--- src/pdm_regs.vh ---
`ifndef PDM_REGS_VH
`define PDM_REGS_VH

// register byte offsets (printed offsets are not all multiples of four,
// so each printed offset is an index and the byte address is index * 4)
`define PDM_IDX_PORT2_MODE 8'h27
`define PDM_IDX_DENS_HIGH 8'h30
`define PDM_IDX_DENS_LOW 8'h31
`define PDM_IDX_DENS_B_HIGH 8'h32
`define PDM_IDX_DENS_B_LOW 8'h33
`define PDM_IDX_CONTROL 8'h36
`define PDM_IDX_PORT2_LATCH 8'h24
`define PDM_IDX_PORT2_DIR 8'h25

// control register fields
`define PDM_CTL_ON_BIT 4
`define PDM_CTL_SEL_MSB 2
`define PDM_CTL_SEL_LSB 0
`define PDM_CTL_MASK 8'h17

// port 2 mode register fields
`define PDM_MODE_ROUTE_BIT 4
`define PDM_MODE_ROUTE2_BIT 6
`define PDM_MODE_MASK 8'h50

// reset values
`define PDM_RST_BYTE 8'h00
`define PDM_RST_WORD 16'h0000

// pin positions within port 2
`define PDM_PIN_FIRST 2
`define PDM_PIN_SECOND 5

// divider width: up to divide by 128
`define PDM_DIV_W 7

`endif

--- src/pdm_modulator.v ---
// Register access over APB was left to the implementer.
`timescale 1ns/1ps
`include "pdm_regs.vh"

// What this block does
// [RULE_01] enable bit 4 runs modulator; off leaves pin general purpose
// [RULE_02] clock select divides master clock by two to the field value
// [RULE_03] density word high and low bytes, read/write, reset to zero
// [RULE_04] data bit 15 selects the fastest stage at half tick rate
// [RULE_05] each lower bit selects a stage at half the rate above it
// [RULE_06] software sets clock, enable, divider, then density word
// [RULE_07] software then sets port 2 bit 2 direction and pin route
// [RULE_08] route bit in port 2 mode register puts modulator on bit 2
// [RULE_09] control bits 7,6,5,3 read zero; enable and select reset zero
// [RULE_10] duty equals word over 65536; never constantly high
// [RULE_11] second route bit 6 puts modulator on port 2 bit 5
// [RULE_12] stages from free 16-bit counter, non-overlapping, ORed
module pdm_modulator (
    // clock and reset
    input wire clock_i,
    input wire resetn_i,
    // apb slave
    input wire psel_i,
    input wire penable_i,
    input wire pwrite_i,
    input wire [9:0] paddr_i,
    input wire [31:0] pwdata_i,
    output wire [31:0] prdata_o,
    output wire pready_o,
    output wire pslverr_o,
    // port 2 pins
    input wire [7:0] port2_pin_i,
    output wire [7:0] port2_pin_o,
    output wire [7:0] port2_pin_oe_o,
    // modulator state
    output wire modulator_out_o
);
    reg [7:0] port2_latch_r;
    reg [7:0] port2_direction_r;
    reg [7:0] port2_mode_select_r;
    reg [15:0] density_word_a_r;
    reg [15:0] density_word_b_r;
    reg [7:0] modulator_control_r;
    reg [15:0] stage_count_r;
    reg stage_out_r;
    reg [7:0] pin_sync1_r;
    reg [7:0] pin_sync2_r;
    reg [7:0] rd_byte;
    reg hit;
    reg [15:0] stage_sel;
    reg [7:0] pin_out_r;
    wire [7:0] idx;
    wire wr_en;
    wire modulator_on;
    wire modulator_tick;
    wire [15:0] count_nxt;
    integer i;

    // word-aligned index decode
    assign idx = paddr_i[9:2];
    assign wr_en = psel_i && penable_i && pwrite_i && hit;
    assign modulator_on = modulator_control_r[`PDM_CTL_ON_BIT];

    // tick generator
    pdm_tick_divider u_div (
        .clock_i(clock_i),
        .resetn_i(resetn_i),
        .run_i(modulator_on),
        .select_i(modulator_control_r[`PDM_CTL_SEL_MSB:`PDM_CTL_SEL_LSB]),
        .tick_o(modulator_tick)
    );

    // address decode and read mux
    always @* begin
        hit = 1'b1;
        rd_byte = 8'h00;
        case (idx)
            `PDM_IDX_PORT2_LATCH: rd_byte = pin_sync2_r;
            `PDM_IDX_PORT2_DIR: rd_byte = port2_direction_r;
            `PDM_IDX_PORT2_MODE: rd_byte = port2_mode_select_r;
            `PDM_IDX_DENS_HIGH: rd_byte = density_word_a_r[15:8]; // [RULE_03]
            `PDM_IDX_DENS_LOW: rd_byte = density_word_a_r[7:0]; // [RULE_03]
            `PDM_IDX_DENS_B_HIGH: rd_byte = density_word_b_r[15:8];
            `PDM_IDX_DENS_B_LOW: rd_byte = density_word_b_r[7:0];
            `PDM_IDX_CONTROL: rd_byte = modulator_control_r; // [RULE_09]
            default: hit = 1'b0;
        endcase
    end

    // zero-wait slave; unmapped access answers with an error
    assign pready_o = 1'b1;
    assign pslverr_o = psel_i && penable_i && !hit;
    assign prdata_o = {24'h000000, rd_byte};

    // register writes
    always @(posedge clock_i) begin
        if (!resetn_i) begin
            port2_latch_r <= `PDM_RST_BYTE;
            port2_direction_r <= `PDM_RST_BYTE;
            port2_mode_select_r <= `PDM_RST_BYTE;
            density_word_a_r <= `PDM_RST_WORD;
            density_word_b_r <= `PDM_RST_WORD;
            modulator_control_r <= `PDM_RST_BYTE;
        end else if (wr_en) begin
            case (idx)
                `PDM_IDX_PORT2_LATCH: port2_latch_r <= pwdata_i[7:0];
                `PDM_IDX_PORT2_DIR: port2_direction_r <= pwdata_i[7:0];
                `PDM_IDX_PORT2_MODE:
                    port2_mode_select_r <= pwdata_i[7:0] & `PDM_MODE_MASK;
                `PDM_IDX_DENS_HIGH:
                    density_word_a_r[15:8] <= pwdata_i[7:0]; // [RULE_03]
                `PDM_IDX_DENS_LOW:
                    density_word_a_r[7:0] <= pwdata_i[7:0]; // [RULE_03]
                `PDM_IDX_DENS_B_HIGH: density_word_b_r[15:8] <= pwdata_i[7:0];
                `PDM_IDX_DENS_B_LOW: density_word_b_r[7:0] <= pwdata_i[7:0];
                `PDM_IDX_CONTROL:
                    modulator_control_r <= pwdata_i[7:0] & `PDM_CTL_MASK; // [RULE_09]
                default: port2_latch_r <= port2_latch_r;
            endcase
        end
    end

    // pin input synchroniser
    always @(posedge clock_i) begin
        if (!resetn_i) begin
            pin_sync1_r <= 8'h00;
            pin_sync2_r <= 8'h00;
        end else begin
            pin_sync1_r <= port2_pin_i;
            pin_sync2_r <= pin_sync1_r;
        end
    end

    // free-running stage counter advanced by the tick
    assign count_nxt = stage_count_r + 16'h0001;
    always @(posedge clock_i) begin
        if (!resetn_i || !modulator_on) begin
            stage_count_r <= 16'h0000; // [RULE_01]
        end else if (modulator_tick) begin
            stage_count_r <= count_nxt; // [RULE_12]
        end
    end

    // stage k is high once per 2**(16-k) ticks: bit 15 every 2nd tick,
    // bit 0 once per 65536; lowest set bit picks the one live stage,
    // so pulses never overlap and duty is word/65536
    always @* begin
        stage_sel = 16'h0000;
        for (i = 0; i < 16; i = i + 1) begin
            if (stage_count_r[15 - i] &&
                    (stage_count_r & ((16'h0001 << (15 - i)) - 16'h0001))
                    == 16'h0000) begin
                stage_sel[i] = 1'b1; // [RULE_04] [RULE_05]
            end
        end
    end

    // or of the selected stages, registered
    always @(posedge clock_i) begin
        if (!resetn_i || !modulator_on) begin
            stage_out_r <= 1'b0;
        end else begin
            stage_out_r <= |(stage_sel & density_word_a_r); // [RULE_12] [RULE_10]
        end
    end

    // pin multiplexer: route bit replaces the latch when modulator runs
    always @(posedge clock_i) begin
        if (!resetn_i) begin
            pin_out_r <= 8'h00;
        end else begin
            pin_out_r <= port2_latch_r;
            if (modulator_on &&
                    port2_mode_select_r[`PDM_MODE_ROUTE_BIT]) begin
                pin_out_r[`PDM_PIN_FIRST] <= stage_out_r; // [RULE_08] [RULE_01]
            end
            if (modulator_on &&
                    port2_mode_select_r[`PDM_MODE_ROUTE2_BIT]) begin
                pin_out_r[`PDM_PIN_SECOND] <= stage_out_r; // [RULE_11]
            end
        end
    end

    // direction register drives the enables; software sets it per pin
    assign port2_pin_oe_o = port2_direction_r; // [RULE_07]
    assign port2_pin_o = pin_out_r;
    assign modulator_out_o = stage_out_r;
endmodule

--- src/pdm_tick_divider.v ---
`timescale 1ns/1ps
// makes a one-cycle tick at clock / 2**select; select 0 ticks every cycle
module pdm_tick_divider (
    // clock and reset
    input wire clock_i,
    input wire resetn_i,
    // control
    input wire run_i,
    input wire [2:0] select_i,
    // tick out
    output wire tick_o
);
    reg [6:0] count_r;
    reg [6:0] limit;

    // terminal count is 2**select - 1
    always @* begin
        case (select_i)
            3'h0: limit = 7'h00;
            3'h1: limit = 7'h01;
            3'h2: limit = 7'h03;
            3'h3: limit = 7'h07;
            3'h4: limit = 7'h0f;
            3'h5: limit = 7'h1f;
            3'h6: limit = 7'h3f;
            default: limit = 7'h7f;
        endcase
    end

    // free counter, held at zero while stopped
    always @(posedge clock_i) begin
        if (!resetn_i || !run_i) begin
            count_r <= 7'h00;
        end else if (count_r >= limit) begin
            count_r <= 7'h00;
        end else begin
            count_r <= count_r + 7'h01;
        end
    end

    assign tick_o = run_i && (count_r >= limit); // [RULE_02]
endmodule

--- config.mk ---
export PLATFORM = sky130hd
export DESIGN_NAME = pdm_modulator
export DESIGN_NICKNAME = d
export VERILOG_FILES = /design/src/pdm_modulator.v /design/src/pdm_tick_divider.v
export VERILOG_INCLUDE_DIRS = /design/src
export SDC_FILE = /design/constraint.sdc
export NUM_CORES = 1
export LEC_CHECK = 0
export BUFFER_PORTS_ARGS = -buffer_cell sky130_fd_sc_hd__clkbuf_2
export CORE_ASPECT_RATIO = 0.8
export CORE_MARGIN = 8
export CORE_UTILIZATION = 59
export DETAILED_ROUTE_END_ITERATION = 8
export MAX_ROUTING_LAYER = met4
export PLACE_DENSITY = 0.85
export SLEW_MARGIN = 0
export SYNTH_ARGS = -nofsm -noshare
export SYNTH_HDL_FRONTEND = slang
export SYNTH_HIERARCHICAL = 1
export SYNTH_SLANG_ARGS = --single-unit
--- constraint.sdc ---
create_clock -name clock_i -period 7.95 [get_ports clock_i]
set_input_delay 1.59 -clock clock_i [delete_from_list [all_inputs] [get_ports clock_i]]
set_output_delay 1.59 -clock clock_i [all_outputs]
set_load 0.005 [all_outputs]
-- After elaboration in Yosys (flattened, before gate mapping)
Index checks and enable logic that the tools add are counted.
- add/sub/neg operators: 2
- $lt $le $gt $ge: 1
- eq/ne operators: 14
- muxes and demuxes: 21
- bitwise operators: 1
- reduce and logical (&&, ||, !) cells: 53
- operator list (cell ; number):
    16-bit zero test ; 15
    8-bit by 6-bit equality test with 1-bit output (second input constant) ; 8
    8-bit one-hot mux with 8 select lines ; 1
    7-bit one-hot mux with 7 select lines ; 1
    1-bit logical AND ; 22
    1-bit 2-to-1 mux ; 19
    16-bit by 1-bit adder with 16-bit output (second input constant) ; 1
    16-bit bitwise AND ; 1
    2-bit AND reduction ; 8
    16-bit OR reduction ; 1
    3-bit equality test (second input constant) ; 3
    8-bit OR reduction ; 1
    7-bit by 1-bit adder with 7-bit output (second input constant) ; 1
    7-bit greater-or-equal comparator ; 1
    3-bit by 2-bit equality test with 1-bit output (second input constant) ; 2
    3-bit by 1-bit equality test with 1-bit output (second input constant) ; 1
    1-bit zero test ; 3
    3-bit zero test ; 1
    2-bit OR reduction ; 1
    1-bit logical OR ; 1
- register bits: 102
- input port bits: 55
- output and inout bits: 51
- logic and storage cells: 106

-- Longest topological paths before layout
Gate-level depths: netlist of the first run.
- depth after elaboration: 5
- gate-level depth with buffers: 11
- gate-level depth less buffers: 10

-- Hierarchy
The synthesis of the first run kept the hierarchy.
- by module, submodules not included (module ; instances ; cells an instance ; area an instance (um2)):
    pdm_modulator ; 1 ; 453 ; 4484.3
    pdm_tick_divider ; 1 ; 51 ; 456.7

-- Least setup slack after synthesis of the first run
Ideal clock, no wire load.
- path type: input-to-output
- from: input paddr_i[5]
- to: output prdata_o[0]
- data arrival time: 2.960 ns
- path slack: 3.400 ns
- stages: 5
- buffers on the path: 1
- cells stage by stage: or4b_4 > buf_6 > nor2_1 > a22oi_1 > o221ai_1
- word-level cells in the longest chain between the ends: 2
- elaborated cells on any way between the ends: 9
- classes of those cells: eq/ne: 8; mux: 1
- ends and longest elaborated chain (item ; line ; text):
    from (decl) ; pdm_modulator.v:26 ; input wire [9:0] paddr_i,
    8-bit by 6-bit equality test with 1-bit output ; pdm_modulator.v:77 ; case (idx)
    8-bit one-hot mux with 8 select lines (*) ; pdm_modulator.v:77 ;
    to (decl) ; pdm_modulator.v:28 ; output wire [31:0] prdata_o,
Mark *: on every way between the ends. The rest lies on a longest branch, timed or not.

-- Worst setup path after layout of the first run
- from: input paddr_i[5]
- to: output prdata_o[1]
Same word-level chain as after synthesis.

==> flow_summary.toml, run 1 <==
[logic_synthesis]
synth-seq-area-share_pct = 41.33
synth_edf_count = 0
syn_inst = 504
synth_area_per_cell_um2 = 9.804
synthDistinctLibCells = 51
synthFlopType = "dfxtp_1"
ys_seq_elements = 102
netlist_area_mm2 = 0.004941
yosys_warnings = 6
async_flop_share_pct = 0

[grt]
grt_pass1_wl_um = 18260
antenna_found_initial = 0
grt_pass1_vias = 3710
overflow = 0
grt_start_max_net_pins = 83
grt_use_total_pct = 19.76

[layout]
diodes = 0
mostFrequentLayoutCell = "dfxtp_1"
syn_to_final_growth_pct = 8.888
nNetsFinal = 612
layout-drive-gt1-share_pct = 16.33
final_cell_mix = "dfxtp_1, mux2i_1, nor2b_1"

[route]
route.detailed.drc = 0
wl_um = 10930
drt.antenna.violating_nets = 0
drtIter0Drc = 267
vias = 3652
viasPerCell = 5.508
dr.pass1.iters = 4
wl_per_cell_um = 16.49

[power]
combPwrFrac_pct = 4.9
design_power_total_w = 0.0009134
ir_drop_mv = 0.1662
p_clk_share_pct = 38.7
power_switching_w = 0.0002042
p_leak_nw = 2.062
internal-power_w = 0.0007091
swShare_pct = 22.36
power.density_mw_per_mm2 = 169.8
seqPwrFrac_pct = 56.4

[setup_path]
cpPeakStageDelay_ns = 0.66
startpoint_type = "input pin"
crit_path_start = "paddr_i[5]"
critical_path_required_ns = 6.36
slowest_stage = "or4b_4"
crit_top_cell = "clkbuf_2"
cp-end-kind = "primary output"
path_class = "in2out"
critPathArrivalTime_ns = 3.41
cp_cell_sequence = "clkbuf_2 -> or4b_4 -> nor2_1 -> a22oi_1 -> o211ai_1 -> clkbuf_2"
critPathMaxFanout = 11
r2r-start = "modulator_control_r[1]$_SDFFE_PN0P_"
reg2reg_slack_ns = 4.48

[clock_network]
cts-root-buf = "clkbuf_8"
postCtsSetupBuffers = 0
cts_resized = 0
htree_levels = 3
clock-sinks = 102
clkTransAtPathRegs_ns = 0.10
cts_hold_buf = 0
cts_buffers = 9
clockBufferDepth = 2
cts_tree = "built"
clk_latency_ns = 0.37

[sta]
drv_slew = 0
finalCritPeriodShare_pct = 62.85
rsz0062_at_grt = "false"
max_slew.worst_pin.slew_ns = 1.267
skew_ns = 0.01135
timing.slew.headroom_pct = 14.34
layout_min_cycle_time_ns = 4.997
hold_viol = 0
max_freq_mhz = 200.1
setup_tns_ns = 0
setup_viol = 0

[placement]
dpl.hpwl_um = 7999
gp_congestion = 0.8880
io_buffers = 54

[die]
fp.coreArea_mm2 = 0.008295
rows = 30
die_y_um = 97.85
dieArea_mm2 = 0.01158
ioPinCount = 106
die_x_um = 118.3
initial_core_util_pct = 59.56

[hold_path]
min-delay-path-class = "reg2reg"
hold_start = "pin_sync1_r[0]$_SDFF_PN0_"

[outcome]
status = "completed"

[job]
max_cap_viol_count = 0
[final timing paths]
kind / to / cells past startpoint
min: pin_sync2_r[0]$_SDFF_PN0_ / 1
min reg2reg: pin_sync2_r[0]$_SDFF_PN0_ / 1
max: prdata_o[1] / 6
max reg2reg: stage_count_r[15]$_SDFFE_PP0P_ / 10
[cells by family (layout without fill, tap and decap cells)]
logic type | count (synthesis) | in the layout | synth area share [%]
compound gates | 45 | 45 | 6.331
xor+xnor | 17 | 17 | 3.014
fa+ha+maj | 11 | 11 | 2.785
buf+inv | 57 | 81 | 6.381
flops | 102 | 102 | 41.33
mux | 72 | 72 | 15.98
other cells | 2 | 25 | 0.1520
simple gates | 198 | 198 | 24.03
[critical path: cells and delay by family]
family / cells / cell delay, ns
AND/OR/NAND/NOR: 2 / 1.14
AO/OA/AOI/OAI: 2 / 0.42
buffers and inverters: 2 / 0.25
[metrics by stage]
| stage | setup WS, ns | utilization (%) | hold slack, ns | cell area, um^2 | cells |
|---|---|---|---|---|---|
| 2_1_floorplan | 3.400 | - | 0.4119 | 5027 | 527 |
| 3_3_place_gp | 2.992 | 62.29 | 0.4153 | 5167 | 647 |
| 3_5_place_dp | 2.969 | 62.29 | 0.4209 | 5167 | 647 |
| 4_1_cts | 2.950 | 64.86 | 0.4422 | 5380 | 663 |
| 5_1_grt | 2.777 | 64.86 | 0.4622 | 5380 | 663 |
| 6_report | 2.953 | 64.86 | 0.4352 | 5380 | 663 |
[synthesized netlist by cell type (all sizes together), types with 11 or more instances]
cell	instances	area, um^2
and2	23	143.9
buf	27	202.7
clkbuf	20	75.07
dfxtp	102	2042
ha	11	137.6
mux2i	62	620.6
nand2	32	120.1
nand3	11	55.05
nor2	20	75.07
nor2b	58	362.9
nor3	14	70.07
o21ai	11	55.05
[final cells by class]
class                   instances  area [um^2]
fillers                       675         2915
multi-input cells             368         2670
well taps                     112        140.1
repair buffers                 55        277.8
flip-flops and latches        102         2042
inverters                      10        37.54
clock buffers                  11        131.4
clock inverters                 5        81.33
[power by group through the flow]
stage               Sequential, W  Combinational, W  Clock, W
global placement         0.000527         0.0000426         0
CTS                      0.000515         0.0000438  0.000360
floorplan                0.000527         0.0000365         0
finish                   0.000515         0.0000444  0.000354
detailed placement       0.000527         0.0000436         0
global route             0.000516         0.0000485  0.000379
[per-layer routing]
| layer | routed length, um | GRT usage (%) | vias up |
|---|---|---|---|
| met5 | 0 | - | - |
| met4 | 125 | 6.090 | 0 |
| met3 | 544 | 5.017 | 15 |
| met2 | 5125 | 31.62 | 104 |
| met1 | 5137 | 24.02 | 1742 |
| li1 | - | - | 1791 |
[sequential cells by signal, indices dropped and copies added, names as in the netlist]
register             flops
density_word_a_r        16
density_word_b_r        16
modulator_control_r      4
modulator_out_o          1
pin_sync1_r              8
pin_sync2_r              8
port2_latch_r            8
port2_mode_select_r      2
port2_pin_o              8
port2_pin_oe_o           8
stage_count_r           16
u_div/count_r            7
(Power assumes the default switching activity.)
==> inputs of run 2 (changes only) <==
Settings changed: CORE_UTILIZATION 59 to 55, PLACE_DENSITY 0.85 to 0.8.
Clock period 7.95 ns to 5 ns, I/O delays scaled along.
==> run 2 against run 1 <==
  * Core utilization is 4.2 points lower
  * Sequential share of layout area decreased by 0.062 points
  * Routed wire length shrank 2.8%
==> flow_summary.toml, run 2 (synthesis gave the netlist of run 1 again) <==
[outcome]
status = "completed"

[die]
rows = 31
ioPinCount = 106
die_y_um = 100.8
initial_core_util_pct = 55.63
die_x_um = 122.0
fp.coreArea_mm2 = 0.008882
dieArea_mm2 = 0.01229

[sta]
holdWs_ns = 0.4449
fin_ws_ns = 1.196
max_freq_mhz = 262.9
skew_ns = 0.007553
layout_min_cycle_time_ns = 3.804
setup_tns_ns = 0
hold_viol = 0
max_slew.worst_pin.slew_ns = 0.8155
setup_viol = 0
finalCritPeriodShare_pct = 76.08
rsz0062_at_grt = "false"
timing.slew.headroom_pct = 45.23
drv_slew = 0

[layout]
final_cells = 667
nNetsFinal = 613
final_cell_mix = "dfxtp_1, mux2i_1, nor2b_1"
diodes = 0
layout-drive-gt1-share_pct = 16.85
syn_to_final_growth_pct = 9.066
mostFrequentLayoutCell = "dfxtp_1"
utilization_pct = 60.67
reg_top3 = "density_word_a_r x16, density_word_b_r x16, stage_count_r x16"

[route]
viasPerCell = 5.415
dr.pass1.iters = 5
drtIter0Drc = 201
wl_um = 10630
vias = 3612
wl_per_cell_um = 15.93
route.detailed.drc = 0
drt.antenna.violating_nets = 0

[clock_network]
cts-root-buf = "clkbuf_8"
cts_tree = "built"
cts_hold_buf = 0
htree_levels = 3
clkTransAtPathRegs_ns = 0.10
clock-sinks = 102
cts_buffers = 9
postCtsSetupBuffers = 0
cts_resized = 0
clk_latency_ns = 0.37
clockBufferDepth = 2

[grt]
grt_pass1_wl_um = 17360
grt_use_total_pct = 18.21
antenna_found_initial = 0
grt_pass1_vias = 3615
grt_start_max_net_pins = 83
overflow = 0

[power]
p_leak_nw = 2.068
power.density_mw_per_mm2 = 266.9
ir_drop_mv = 0.2240

[setup_path]
cp-end-kind = "primary output"
path_class = "in2out"
critPathArrivalTime_ns = 2.80
critical_path_required_ns = 4.00
reg2reg_depth = 10
startpoint_type = "input pin"
critPathMaxFanout = 11

[placement]
dpl_worst_slack_ns = 1.191
place_inst = 651
io_buffers = 54
dpl.hpwl_um = 7898
gp_congestion = 0.8875

[job]
max_cap_viol_count = 0

[hold_path]
min_path_cells = 1
min-delay-path-class = "reg2reg"
-- run 2: cell count changes in the layout (fill, tap and decap cells not counted), sizes merged --
cell,previous run,this run
clkinv,1,0
inv,11,15
clkbuf,65,63
bufinv,2,1
buf,1,2
-- run 2: power by group --
group | total [W] | switching (W) | internal [W]
Combinational | 0.0000701 | 0.0000436 | 0.0000265
Sequential | 0.000819 | 0.00000154 | 0.000818
Clock | 0.000549 | 0.000305 | 0.000244
-- run 2: per-layer routing --
layer	vias to the layer above	track usage, %	wire length [um]
met1	1699	21.42	4750
met2	116	29.11	5038
met5	-	-	0
met4	0	6.906	114
met3	10	5.039	722
li1	1787	-	-
-- run 2: worst paths after layout --
kind,start,endpoint,slack (ns)
worst max-delay path,paddr_i[5],prdata_o[0],1.20
worst min-delay path,pin_sync1_r[2]$_SDFF_PN0_,pin_sync2_r[2]$_SDFF_PN0_,0.44
worst max register to register,modulator_control_r[0]$_SDFFE_PN0P_,stage_count_r[15]$_SDFFE_PP0P_,1.58
worst min register to register,pin_sync1_r[2]$_SDFF_PN0_,pin_sync2_r[2]$_SDFF_PN0_,0.44
-- run 2: metrics by stage --
step	cell area (um^2)	total power, W
final	5389	0.001438
after global placement	5179	0.0009059
after CTS	5389	0.001450
after global routing	5389	0.001490
after floorplan	5027	0.0008958
after detailed placement	5179	0.0009079
-- run 2: area by class of cell --
class / count / area, um^2
clock buffers: 9 / 123.9
clock inverters: 7 / 86.33
fillers: 752 / 3493
inverters: 10 / 37.54
multi-input cells: 368 / 2670
flip-flops and latches: 102 / 2042
well taps: 115 / 143.9
repair buffers: 56 / 285.3
-- run 2: worst max-delay path, stage by stage --
cell	delay (ns)
clkbuf_2	0.09
or4b_4	0.66
nor2_1	0.48
a22oi_1	0.16
o221ai_1	0.24
clkbuf_2	0.16
